<file path="config.mk">
export PLATFORM = sky130hd
export DESIGN_NAME = sensor_domain_timers
export DESIGN_NICKNAME = d
export VERILOG_FILES = /design/src/inc/sensor_timers_pkg.sv /design/src/logic/simple_prescaled_timer.sv /design/src/logic/sensor_domain_timers.sv
export VERILOG_INCLUDE_DIRS = /design/src /design/src/inc
export SDC_FILE = /design/constraint.sdc
export NUM_CORES = 1
export LEC_CHECK = 0
export BUFFER_PORTS_ARGS = -buffer_cell sky130_fd_sc_hd__clkbuf_2
export CAP_MARGIN = 20
export CORE_ASPECT_RATIO = 0.8
export CORE_MARGIN = 2
export CORE_UTILIZATION = 55
export DETAILED_ROUTE_END_ITERATION = 8
export PLACE_DENSITY_LB_ADDON = 0.25
export SYNTH_ARGS = -nofsm -noshare
export SYNTH_HDL_FRONTEND = slang
export SYNTH_SLANG_ARGS = --single-unit
</file>
<file path="constraint.sdc">
create_clock -name clk -period 13.6 [get_ports clk]
set_input_delay 1.36 -clock clk [delete_from_list [all_inputs] [get_ports clk]]
set_output_delay 1.36 -clock clk [all_outputs]
set_load 0.1 [all_outputs]
</file>
<file path="src/inc/sensor_timers_defines.svh">
// Constants for the sensing-domain timer group
`ifndef SENSOR_TIMERS_DEFINES_SVH
`define SENSOR_TIMERS_DEFINES_SVH

`define TMR_W 16
`define NUM_ST 2
`define NUM_CH 4
`define NUM_TICK 4

// Configuration item codes on the write ports
`define ITEM_ST_CTRL 4'h0
`define ITEM_ST_TGT 4'h2
`define ITEM_CC_CTRL 4'h4
`define ITEM_CC_TGT 4'h5
`define ITEM_CH_CTRL 4'h6
`define ITEM_CH_VAL 4'h8

// Simple timer control fields
`define ST_PERIODIC 0
`define ST_USE_TICK 1
`define ST_PRE_LSB 2
`define ST_PRE_MSB 5
`define ST_TSEL_LSB 6
`define ST_TSEL_MSB 7

// Capture/compare control fields
`define CC_PERIODIC 0
`define CC_CLK_LSB 1
`define CC_CLK_MSB 2
`define CC_ADC_LSB 3
`define CC_ADC_MSB 5
`define ADC_SEL_CC 3'h4

// Per-channel control fields, four bits per channel
`define CH_FIELDS 4
`define CH_CAPTURE 0
`define CH_PERIODIC 1
`define CH_FALL 2
`define CH_SET 3

// Reset values
`define ST_CTRL_RST 8'h00
`define TGT_RST 16'hffff
`define CC_CTRL_RST 6'h00
`define CH_CTRL_RST 16'h0000
`define CH_VAL_RST 16'h0000

`endif

</file>
<file path="src/inc/sensor_timers_pkg.sv">
// Types shared by the sensing-domain timers
`include "sensor_timers_defines.svh"

package sensor_timers_pkg;
   typedef enum logic [1:0] {ST_IDLE = 2'b01, ST_RUN = 2'b10} run_state_t;
   typedef enum logic [1:0] {CLK_24M = 2'h0, CLK_2M = 2'h1, CLK_32K = 2'h2} cc_clk_t;

   typedef struct packed {
      run_state_t state;
      logic [15:0] pre;
      logic tick_d;
      logic [`TMR_W-1:0] cnt;
      logic evt;
   } simple_state_t;

   typedef struct packed {
      logic [`NUM_TICK-1:0] tick_s1;
      logic [`NUM_TICK-1:0] tick_s2;
      logic [`NUM_CH-1:0] cap_s1;
      logic [`NUM_CH-1:0] cap_s2;
      logic [`NUM_CH-1:0] cap_d;
      logic [2:0] src_s1;
      logic [2:0] src_s2;
      logic src_d;
      logic [`NUM_ST-1:0][7:0] st_ctrl;
      logic [`NUM_ST-1:0][`TMR_W-1:0] st_tgt;
      logic [5:0] cc_ctrl;
      logic [`TMR_W-1:0] cc_tgt;
      logic [15:0] ch_ctrl;
      logic [`NUM_CH-1:0][`TMR_W-1:0] ch_val;
      run_state_t cc_state;
      logic [`TMR_W-1:0] cc_cnt;
      logic [`NUM_CH-1:0] armed;
      logic [`NUM_CH-1:0] wave;
      logic [`NUM_CH-1:0] ch_evt;
      logic cc_evt;
      logic adc_trig;
   } main_state_t;
endpackage

</file>
<file path="src/logic/simple_prescaled_timer.sv">
// One simple 16-bit timer with power-of-two prescaler
`timescale 1ns/10ps
`include "sensor_timers_defines.svh"

module simple_prescaled_timer (
   input wire logic clk,
   input wire logic rst_n,
   input wire logic start,
   input wire logic stop,
   input wire logic periodic,
   input wire logic use_tick,
   input wire logic [3:0] prescale_exp,
   input wire logic [`TMR_W-1:0] target,
   input wire logic tick_lvl,
   output logic [`TMR_W-1:0] count,
   output logic running,
   output logic expired
);
   sensor_timers_pkg::simple_state_t state_reg;
   sensor_timers_pkg::simple_state_t state_next;

   always_comb begin
      logic adv_src;
      logic [15:0] mask;
      adv_src = use_tick ? (tick_lvl ^ state_reg.tick_d) : 1'b1;
      mask = ~(16'hffff << prescale_exp);
      state_next = state_reg;
      state_next.evt = 1'b0;
      state_next.tick_d = tick_lvl;
      unique case (state_reg.state)
         sensor_timers_pkg::ST_IDLE: begin
            if (start && !stop) begin
               state_next.state = sensor_timers_pkg::ST_RUN;
               state_next.cnt = '0;
               state_next.pre = '0;
            end
         end
         sensor_timers_pkg::ST_RUN: begin
            if (stop) begin
               state_next.state = sensor_timers_pkg::ST_IDLE;
            end else if (start) begin
               state_next.cnt = '0;
               state_next.pre = '0;
            end else if (adv_src) begin
               if ((state_reg.pre & mask) == mask) begin
                  state_next.pre = '0;
                  if (state_reg.cnt == target) begin
                     state_next.evt = 1'b1;
                     state_next.cnt = '0;
                     if (!periodic) begin
                        state_next.state = sensor_timers_pkg::ST_IDLE;
                     end
                  end else begin
                     state_next.cnt = state_reg.cnt + 16'h1;
                  end
               end else begin
                  state_next.pre = state_reg.pre + 16'h1;
               end
            end
         end
         default: state_next.state = sensor_timers_pkg::ST_IDLE;
      endcase
   end

   always_ff @(posedge clk or negedge rst_n) begin
      if (!rst_n) begin
         state_reg <= '{state: sensor_timers_pkg::ST_IDLE, default: '0};
      end else begin
         state_reg <= state_next;
      end
   end

   assign count = state_reg.cnt;
   assign running = (state_reg.state == sensor_timers_pkg::ST_RUN);
   assign expired = state_reg.evt;
endmodule

</file>
<file path="src/logic/sensor_domain_timers.sv">
// Sensing-domain timer group: two simple timers and one capture/compare timer
`timescale 1ns/10ps
`include "sensor_timers_defines.svh"

module sensor_domain_timers (
   input wire logic clk,
   input wire logic arst_n,
   input wire logic [2:0] scp_start,
   input wire logic [2:0] scp_stop,
   input wire logic scp_cfg_we,
   input wire logic [3:0] scp_cfg_item,
   input wire logic [15:0] scp_cfg_data,
   input wire logic [2:0] app_start,
   input wire logic [2:0] app_stop,
   input wire logic app_cfg_we,
   input wire logic [3:0] app_cfg_item,
   input wire logic [15:0] app_cfg_data,
   input wire logic [`NUM_TICK-1:0] tick_in,
   input wire logic [`NUM_CH-1:0] cap_in,
   input wire logic src_24m,
   input wire logic src_2m,
   input wire logic src_32k,
   output logic [`NUM_ST-1:0][`TMR_W-1:0] st_count,
   output logic [`NUM_ST-1:0] st_running,
   output logic [`NUM_ST-1:0] st_evt,
   output logic [`TMR_W-1:0] cc_count,
   output logic cc_running,
   output logic cc_evt,
   output logic [`NUM_CH-1:0] ch_evt,
   output logic [`NUM_CH-1:0][`TMR_W-1:0] ch_value,
   output logic [`NUM_CH-1:0] wave_out,
   output logic adc_trig
);
   logic [1:0] rst_sync;
   logic rst_n;
   logic [2:0] start_any;
   logic [2:0] stop_any;
   sensor_timers_pkg::main_state_t state_reg;
   sensor_timers_pkg::main_state_t state_next;

   always_ff @(posedge clk or negedge arst_n) begin
      if (!arst_n) begin
         rst_sync <= 2'b00;
      end else begin
         rst_sync <= {rst_sync[0], 1'b1};
      end
   end
   assign rst_n = rst_sync[1];

   // Both processors drive the same controls and see the same status
   assign start_any = scp_start | app_start;
   assign stop_any = scp_stop | app_stop;

   ////////////////////////////////////////////////////////////////////////////
   function automatic sensor_timers_pkg::main_state_t cfg_write(
      sensor_timers_pkg::main_state_t s, logic [3:0] item, logic [15:0] d);
      sensor_timers_pkg::main_state_t o;
      o = s;
      if (item == `ITEM_CC_CTRL) begin
         o.cc_ctrl = d[5:0];
      end else if (item == `ITEM_CC_TGT) begin
         o.cc_tgt = d;
      end else if (item == `ITEM_CH_CTRL) begin
         o.ch_ctrl = d;
      end else if (item[3:1] == 3'(`ITEM_ST_CTRL >> 1)) begin
         o.st_ctrl[item[0]] = d[7:0];
      end else if (item[3:1] == 3'(`ITEM_ST_TGT >> 1)) begin
         o.st_tgt[item[0]] = d;
      end else if (item[3:2] == 2'(`ITEM_CH_VAL >> 2)) begin
         o.ch_val[item[1:0]] = d;
      end
      return o;
   endfunction

   always_comb begin
      logic sel_src;
      logic cc_adv;
      logic [2:0] adc_sel;
      logic [3:0] cfg;
      state_next = state_reg;
      sel_src = 1'b0;
      cc_adv = 1'b0;
      adc_sel = state_reg.cc_ctrl[`CC_ADC_MSB:`CC_ADC_LSB];
      cfg = 4'h0;
      state_next.tick_s1 = tick_in;
      state_next.tick_s2 = state_reg.tick_s1;
      state_next.cap_s1 = cap_in;
      state_next.cap_s2 = state_reg.cap_s1;
      state_next.cap_d = state_reg.cap_s2;
      state_next.src_s1 = {src_32k, src_2m, src_24m};
      state_next.src_s2 = state_reg.src_s1;
      state_next.ch_evt = '0;
      state_next.cc_evt = 1'b0;
      // Application port wins when both write in the same cycle
      if (scp_cfg_we) begin
         state_next = cfg_write(state_next, scp_cfg_item, scp_cfg_data);
      end
      if (app_cfg_we) begin
         state_next = cfg_write(state_next, app_cfg_item, app_cfg_data);
      end
      // Sources are sampled, so only edges slower than clk/2 count; the
      // fastest source therefore runs at best at half the system clock
      case (state_reg.cc_ctrl[`CC_CLK_MSB:`CC_CLK_LSB])
         sensor_timers_pkg::CLK_24M: sel_src = state_reg.src_s2[0];
         sensor_timers_pkg::CLK_2M: sel_src = state_reg.src_s2[1];
         default: sel_src = state_reg.src_s2[2];
      endcase
      state_next.src_d = sel_src;
      cc_adv = sel_src & ~state_reg.src_d;
      unique case (state_reg.cc_state)
         sensor_timers_pkg::ST_IDLE: begin
            if (start_any[2] && !stop_any[2]) begin
               state_next.cc_state = sensor_timers_pkg::ST_RUN;
               state_next.cc_cnt = '0;
               state_next.armed = '1;
               state_next.wave = '0;
            end
         end
         sensor_timers_pkg::ST_RUN: begin
            if (stop_any[2]) begin
               state_next.cc_state = sensor_timers_pkg::ST_IDLE;
            end else if (start_any[2]) begin
               state_next.cc_cnt = '0;
               state_next.armed = '1;
               state_next.wave = '0;
            end else begin
               if (cc_adv) begin
                  if (state_reg.cc_cnt == state_reg.cc_tgt) begin
                     state_next.cc_evt = 1'b1;
                     state_next.cc_cnt = '0;
                     if (!state_reg.cc_ctrl[`CC_PERIODIC]) begin
                        state_next.cc_state = sensor_timers_pkg::ST_IDLE;
                     end
                  end else begin
                     state_next.cc_cnt = state_reg.cc_cnt + 16'h1;
                  end
               end
               for (int i = 0; i < `NUM_CH; i++) begin
                  cfg = state_reg.ch_ctrl[i*`CH_FIELDS +: `CH_FIELDS];
                  // Set-mode outputs drop at the period end to form PWM
                  if (cc_adv && state_reg.cc_cnt == state_reg.cc_tgt && cfg[`CH_SET]) begin
                     state_next.wave[i] = 1'b0;
                  end
                  if (state_reg.armed[i] && !cfg[`CH_CAPTURE] && cc_adv &&
                      state_reg.cc_cnt == state_reg.ch_val[i]) begin
                     state_next.ch_evt[i] = 1'b1;
                     state_next.wave[i] = cfg[`CH_SET] ? 1'b1 : ~state_reg.wave[i];
                     state_next.armed[i] = cfg[`CH_PERIODIC];
                  end
                  if (state_reg.armed[i] && cfg[`CH_CAPTURE] &&
                      (cfg[`CH_FALL] ? (~state_reg.cap_s2[i] & state_reg.cap_d[i])
                                     : (state_reg.cap_s2[i] & ~state_reg.cap_d[i]))) begin
                     // Capture beats a processor write of the same register
                     state_next.ch_val[i] = state_reg.cc_cnt;
                     state_next.ch_evt[i] = 1'b1;
                     state_next.armed[i] = cfg[`CH_PERIODIC];
                  end
               end
            end
         end
         default: state_next.cc_state = sensor_timers_pkg::ST_IDLE;
      endcase
      if (adc_sel == `ADC_SEL_CC) begin
         state_next.adc_trig = state_next.cc_evt;
      end else if (adc_sel < `ADC_SEL_CC) begin
         state_next.adc_trig = state_next.ch_evt[adc_sel[1:0]];
      end else begin
         state_next.adc_trig = 1'b0;
      end
   end

   always_ff @(posedge clk or negedge rst_n) begin
      if (!rst_n) begin
         state_reg <= '{st_ctrl: {`NUM_ST{`ST_CTRL_RST}}, st_tgt: {`NUM_ST{`TGT_RST}},
                        cc_ctrl: `CC_CTRL_RST, cc_tgt: `TGT_RST, ch_ctrl: `CH_CTRL_RST,
                        ch_val: {`NUM_CH{`CH_VAL_RST}}, cc_state: sensor_timers_pkg::ST_IDLE,
                        default: '0};
      end else begin
         state_reg <= state_next;
      end
   end

   ////////////////////////////////////////////////////////////////////////////
   for (genvar g = 0; g < `NUM_ST; g++) begin : g_st
      simple_prescaled_timer u_st (
         .clk(clk),
         .rst_n(rst_n),
         .start(start_any[g]),
         .stop(stop_any[g]),
         .periodic(state_reg.st_ctrl[g][`ST_PERIODIC]),
         .use_tick(state_reg.st_ctrl[g][`ST_USE_TICK]),
         .prescale_exp(state_reg.st_ctrl[g][`ST_PRE_MSB:`ST_PRE_LSB]),
         .target(state_reg.st_tgt[g]),
         .tick_lvl(state_reg.tick_s2[state_reg.st_ctrl[g][`ST_TSEL_MSB:`ST_TSEL_LSB]]),
         .count(st_count[g]),
         .running(st_running[g]),
         .expired(st_evt[g])
      );
   end

   assign cc_count = state_reg.cc_cnt;
   assign cc_running = (state_reg.cc_state == sensor_timers_pkg::ST_RUN);
   assign cc_evt = state_reg.cc_evt;
   assign ch_evt = state_reg.ch_evt;
   assign ch_value = state_reg.ch_val;
   assign wave_out = state_reg.wave;
   assign adc_trig = state_reg.adc_trig;
endmodule

</file>
**Word-level counts from Yosys, hierarchy flattened**

Cells that the tools add are included.

- $add $sub $neg: 5
- Multipliers: 0
- Divide/modulo/power cells: 0
- $lt $le $gt $ge: 12
- Equal/unequal tests: 45
- Shifts and indexed selects: 2
- Mux-type cells: 158
- Bitwise logic cells: 30
- Reduce and logical (&&, ||, !) cells: 50

Operator list:

| kind | number |
|---|---|
| two-way mux 64 bit | 10 |
| two-way mux 16 bit | 27 |
| two-way mux 182 bit | 2 |
| two-way mux 48 bit | 6 |
| two-way mux 96 bit | 2 |
| two-way mux 80 bit | 2 |
| equality test 16 bit | 9 |
| bitwise mux 64 bit | 2 |
| two-way mux 32 bit | 4 |
| one-hot mux 16 bit (2 select lines) | 4 |
| two-way mux 17 bit | 6 |
| two-way mux 18 bit | 5 |
| adder 16 x 1 -> 16 bit, second input constant | 5 |
| two-way mux 66 bit | 1 |
| bitwise mux 32 bit | 2 |
| demux 16 bit (select 2 bit) | 2 |
| one-hot mux 24 bit (2 select lines) | 1 |
| two-way mux 1 bit | 47 |
| inequality test 3 bit, second input constant | 14 |
| bitwise AND 16 bit | 2 |
| bitwise mux 16 bit | 2 |
| demux 16 bit (select 1 bit) | 2 |
| logical AND 1 bit | 32 |
| NOT 16 bit | 2 |
| other kinds (35) | 111 |

- Register bits after elaboration: 283
- Latch bits: 0
- Memory bits (writable): 0
- ROM bits: 0
- Word-level logic and storage cells: 339
- Memories kept: 0

**Longest topological paths before layout**

- Depth in word-level cells: 30
- Depth in mapped cells: 10

**Cells and area by module**

From an unflattened synthesis, not the netlist that was laid out.

- Cells, all modules: 1,864
- Area total of the unflattened synthesis: 16,857.4 um^2

By module, submodules not included:

| module | times used | cells an instance | area an instance (um^2) |
|---|---|---|---|
| sensor_domain_timers | 1 | 1,331 | 12,127.9 |
| simple_prescaled_timer (g_st[1].u_st) | 1 | 277 | 2,446.1 |
| simple_prescaled_timer (g_st[0].u_st) | 1 | 256 | 2,283.4 |

**Worst setup path after synthesis**

OpenSTA, ideal clock, no wires.

- Kind: register -> register
- Start point: register state_reg[30] (netlist bit)
- End point: register state_reg, in the netlist cc_count[10]
- Setup time: 0.110 ns
- Arrival: 2.938 ns
- Setup slack: 10.552 ns
- Cell stages (with the launch flop): 10
- Buffers on the path: 2
- Period minus slack after synthesis: 3.048 ns
- Cells stage by stage: dfstp_2 -> inv_1 -> ha_1 -> clkbuf_1 -> nor2_1 -> a2111oi_0 -> o21ai_0 -> or2_2 -> clkbuf_1 -> o41ai_1

- Word-level cells in the longest chain between the ends: 2
- Elaborated cells on any way between the ends: 3
- Classes of those cells: 2 x eq/ne; 1 x mux

RTL lines:

| element | RTL line | text |
|---|---|---|
| start: declaration | sensor_domain_timers.sv:38 | `sensor_timers_pkg::main_state_t state_reg;` |
| start signal: assignment | sensor_domain_timers.sv:174 | `` state_reg <= '{st_ctrl: {`NUM_ST{`ST_CTRL_RST}}, st_tgt: {`NUM_ST{`TGT_RST}}, `` |
| start signal: assignment | sensor_domain_timers.sv:179 | `state_reg <= state_next;` |
| equality test 2 bit | n/a |  |
| named net cc_running | sensor_domain_timers.sv:27 | `output logic cc_running,` |
| one-hot mux 24 bit (2 select lines) | sensor_domain_timers.sv:110 | `unique case (state_reg.cc_state)` |

The timed path passes the listed nets, and every way through them passes these cells.
A chain may end at the register's enable or synchronous reset.

**Final worst setup path**

- Start point: register state_reg, in the netlist cc_count[8]
- End point: output port cc_count[8]

RTL lines:

| element | RTL line | text |
|---|---|---|
| end: declaration | sensor_domain_timers.sv:26 | `` output logic [`TMR_W-1:0] cc_count, `` |

No word-level cell between the ends.

==> run metrics <==
TritonCTS Buffers 29; Synth area leader dfrtp_1; DR vias/cell 6.02; die width 199 µm; vias in the first global route 12,936; Residual DRC 0; Peak VDD IR 123 µV; Tot GR Track Use 32.2%; share of layout cells above drive strength 1 19.5%; Area contributors post-synth dfrtp_1 34%, mux2i_1 9.3%, dfstp_2 8.0%; final worst path period share 25.3%; initial antenna violation count 2; hold violation count in the final report 0; final instance area 18,000 µm²; post-synthesis cell count 1,865; Post-Layout Cell Count 2,301; critical path launch point type register; outcome finished, final reports clean; CORE AREA 30,100 µm²; postcts setup bufs 0; Layout Skew 0.0201 ns; DRT Wirelength 51,400 µm; WL/cell 22.3 µm; Area growth, synth to finish 7.88%; CTS Hold Bufs 0; Yosys top cell area share 34.5%; # setup viols final 0; PnR worst setup slack 10.16 ns; Worst Tran Pin Value 1.14 ns; post-placement setup slack 9.90 ns; initial core utilization 55.5%; root buffer cell clkbuf_16; Async SR Flop Fraction 100%; num ports 194; commonest non-fill, non-tap cell in the layout dfrtp_1; initial drt markers 1,597; worst hold path class reg -> async; r2r startpoint state_reg[169]$_DFF_PN0_; largest net degree at the start of global routing 163; syn nets 1,939; Critical Path Fanout Max 16; P per Cell Area 155 nW/µm²; Yosys reg bits 281; row count 57; Post-synth EDFFs 0; Tot Pwr 2.79 mW; Crit Path Class reg -> out; Seq/Total Area, Yosys 42.5%; slowest cell delay on critical path 0.94 ns; Post-Place Cells 2,239; RSZ-0062 raised after global routing false; Ys Warns 0; library cells used by synthesis 68; Detail Placement HPWL 34,300 µm; Most used DFF post-synth dfrtp_1; # nets final 1,938; setup TNS 0 ns; CP Capture Type output port; max_cap viols 0; Final min period 3.44 ns; Netlist Area Pre-Place 16,700 µm²; CP Buf/Inv Count 1; CP top delay family flip-flops; CP arrival 2.08 ns; Slew Limit Fails 0; Largest register FFs 119; first-pass GRT wire length 78,100 µm; P_leak 8.16 nW; antenna viol nets, final 0; WHS 0.303 ns; origin of the worst setup path cc_count[8]$_DFFE_PN0P_; FF+latch area 7100 µm²; clock latency on the worst-skew pair 0.56 ns; Placed Area 16,900 µm²; PortBufs 193; Slew headroom 23.6%; # fillers 2,715; most frequent cells in the layout 229 x dfrtp_1, 196 x o21ai_0, 193 x clkbuf_2; Sink Count 281; DIE AREA 31,800 µm²; GP Congestion 0.900; Max Fclk 291 MHz; vias 13,845; mean post-synth cell area 8.95 µm²; worst path cell trace clkbuf_2; total grt overflow 0; slowest library cell on the worst path dfrtp_1; CTS H-tree depth 1; footprint of the multi-input gates 8110 µm²; Post-Route Utilization 59.8%; CTS resizes 0; TritonCTS clock tree done; worst path required time 12.24 ns; first drt pass iteration count 6; Die Span Y 160 µm; Max clock buf depth 3; clk slew on worst S/H paths 0.06 ns
-- worst paths after layout --
path / slack (ns) / cells after the start / endpoint
max: 10.16 / 1 / cc_count[8]
min reg2reg: 0.30 / 0 / g_st[1].u_st.count[6]$_DFFE_PN0P_
max reg2reg: 10.31 / 7 / g_st[0].u_st.count[7]$_DFFE_PN0P_
min: 0.30 / 0 / g_st[1].u_st.count[6]$_DFFE_PN0P_
max in group asynchronous: 11.37 / 3 / state_reg[147]$_DFF_PN1_
min in group clk: 0.35 / 0 / state_reg[193]$_DFF_PN0_
-- synthesized netlist by cell type (all sizes together), types with 19 or more instances --
cell    count
dfrtp     230
o21ai     198
nand2     192
nor2      182
mux2i     155
buf       142
clkbuf    112
a21oi     111
xor2       89
nand3      62
dfstp      51
xnor2      35
and3       34
nor4       26
a22o       20
inv        20
a211oi     19
-- layout make-up --
cell class	instances	share of cell area (%)
multi-input combinational	1310	45.0
clock inverter	10	0.604
timing repair buffer	222	6.93
inverter	20	0.417
sequential	281	39.4
antenna	2	0.0278
tap	413	2.87
clock buffer	43	4.71
-- layer usage --
metal | routed length, µm | vias up | GRT usage (%) | part of all wire [%]
li1 | - | 6332 | - | -
met1 | 21700 | 6664 | 46.6 | 42
met2 | 22700 | 706 | 48.3 | 44
met3 | 4900 | 143 | 6.00 | 9.5
met4 | 2140 | 0 | 11.7 | 4.2
met5 | 0 | - | 0 | 0
-- cell families after synthesis --
| family | Yosys count | synth area share [%] |
|---|---|---|
| AND/OR/NAND/NOR | 605 | 17.0 |
| AO/OA/AOI/OAI | 409 | 14.2 |
| flip-flops | 281 | 42.5 |
| buffers and inverters | 274 | 9.16 |
| multiplexers | 164 | 10.0 |
| XOR/XNOR | 124 | 6.51 |
| adder cells (fa/ha/maj) | 7 | 0.525 |
| other | 1 | 0.0225 |
-- report_power, final --
group	switching, mW	internal [mW]
combinational	0.630	0.213
sequential	0.140	0.992
clock	0.343	0.468
Note: power is estimated with default switching activity, not from simulation.
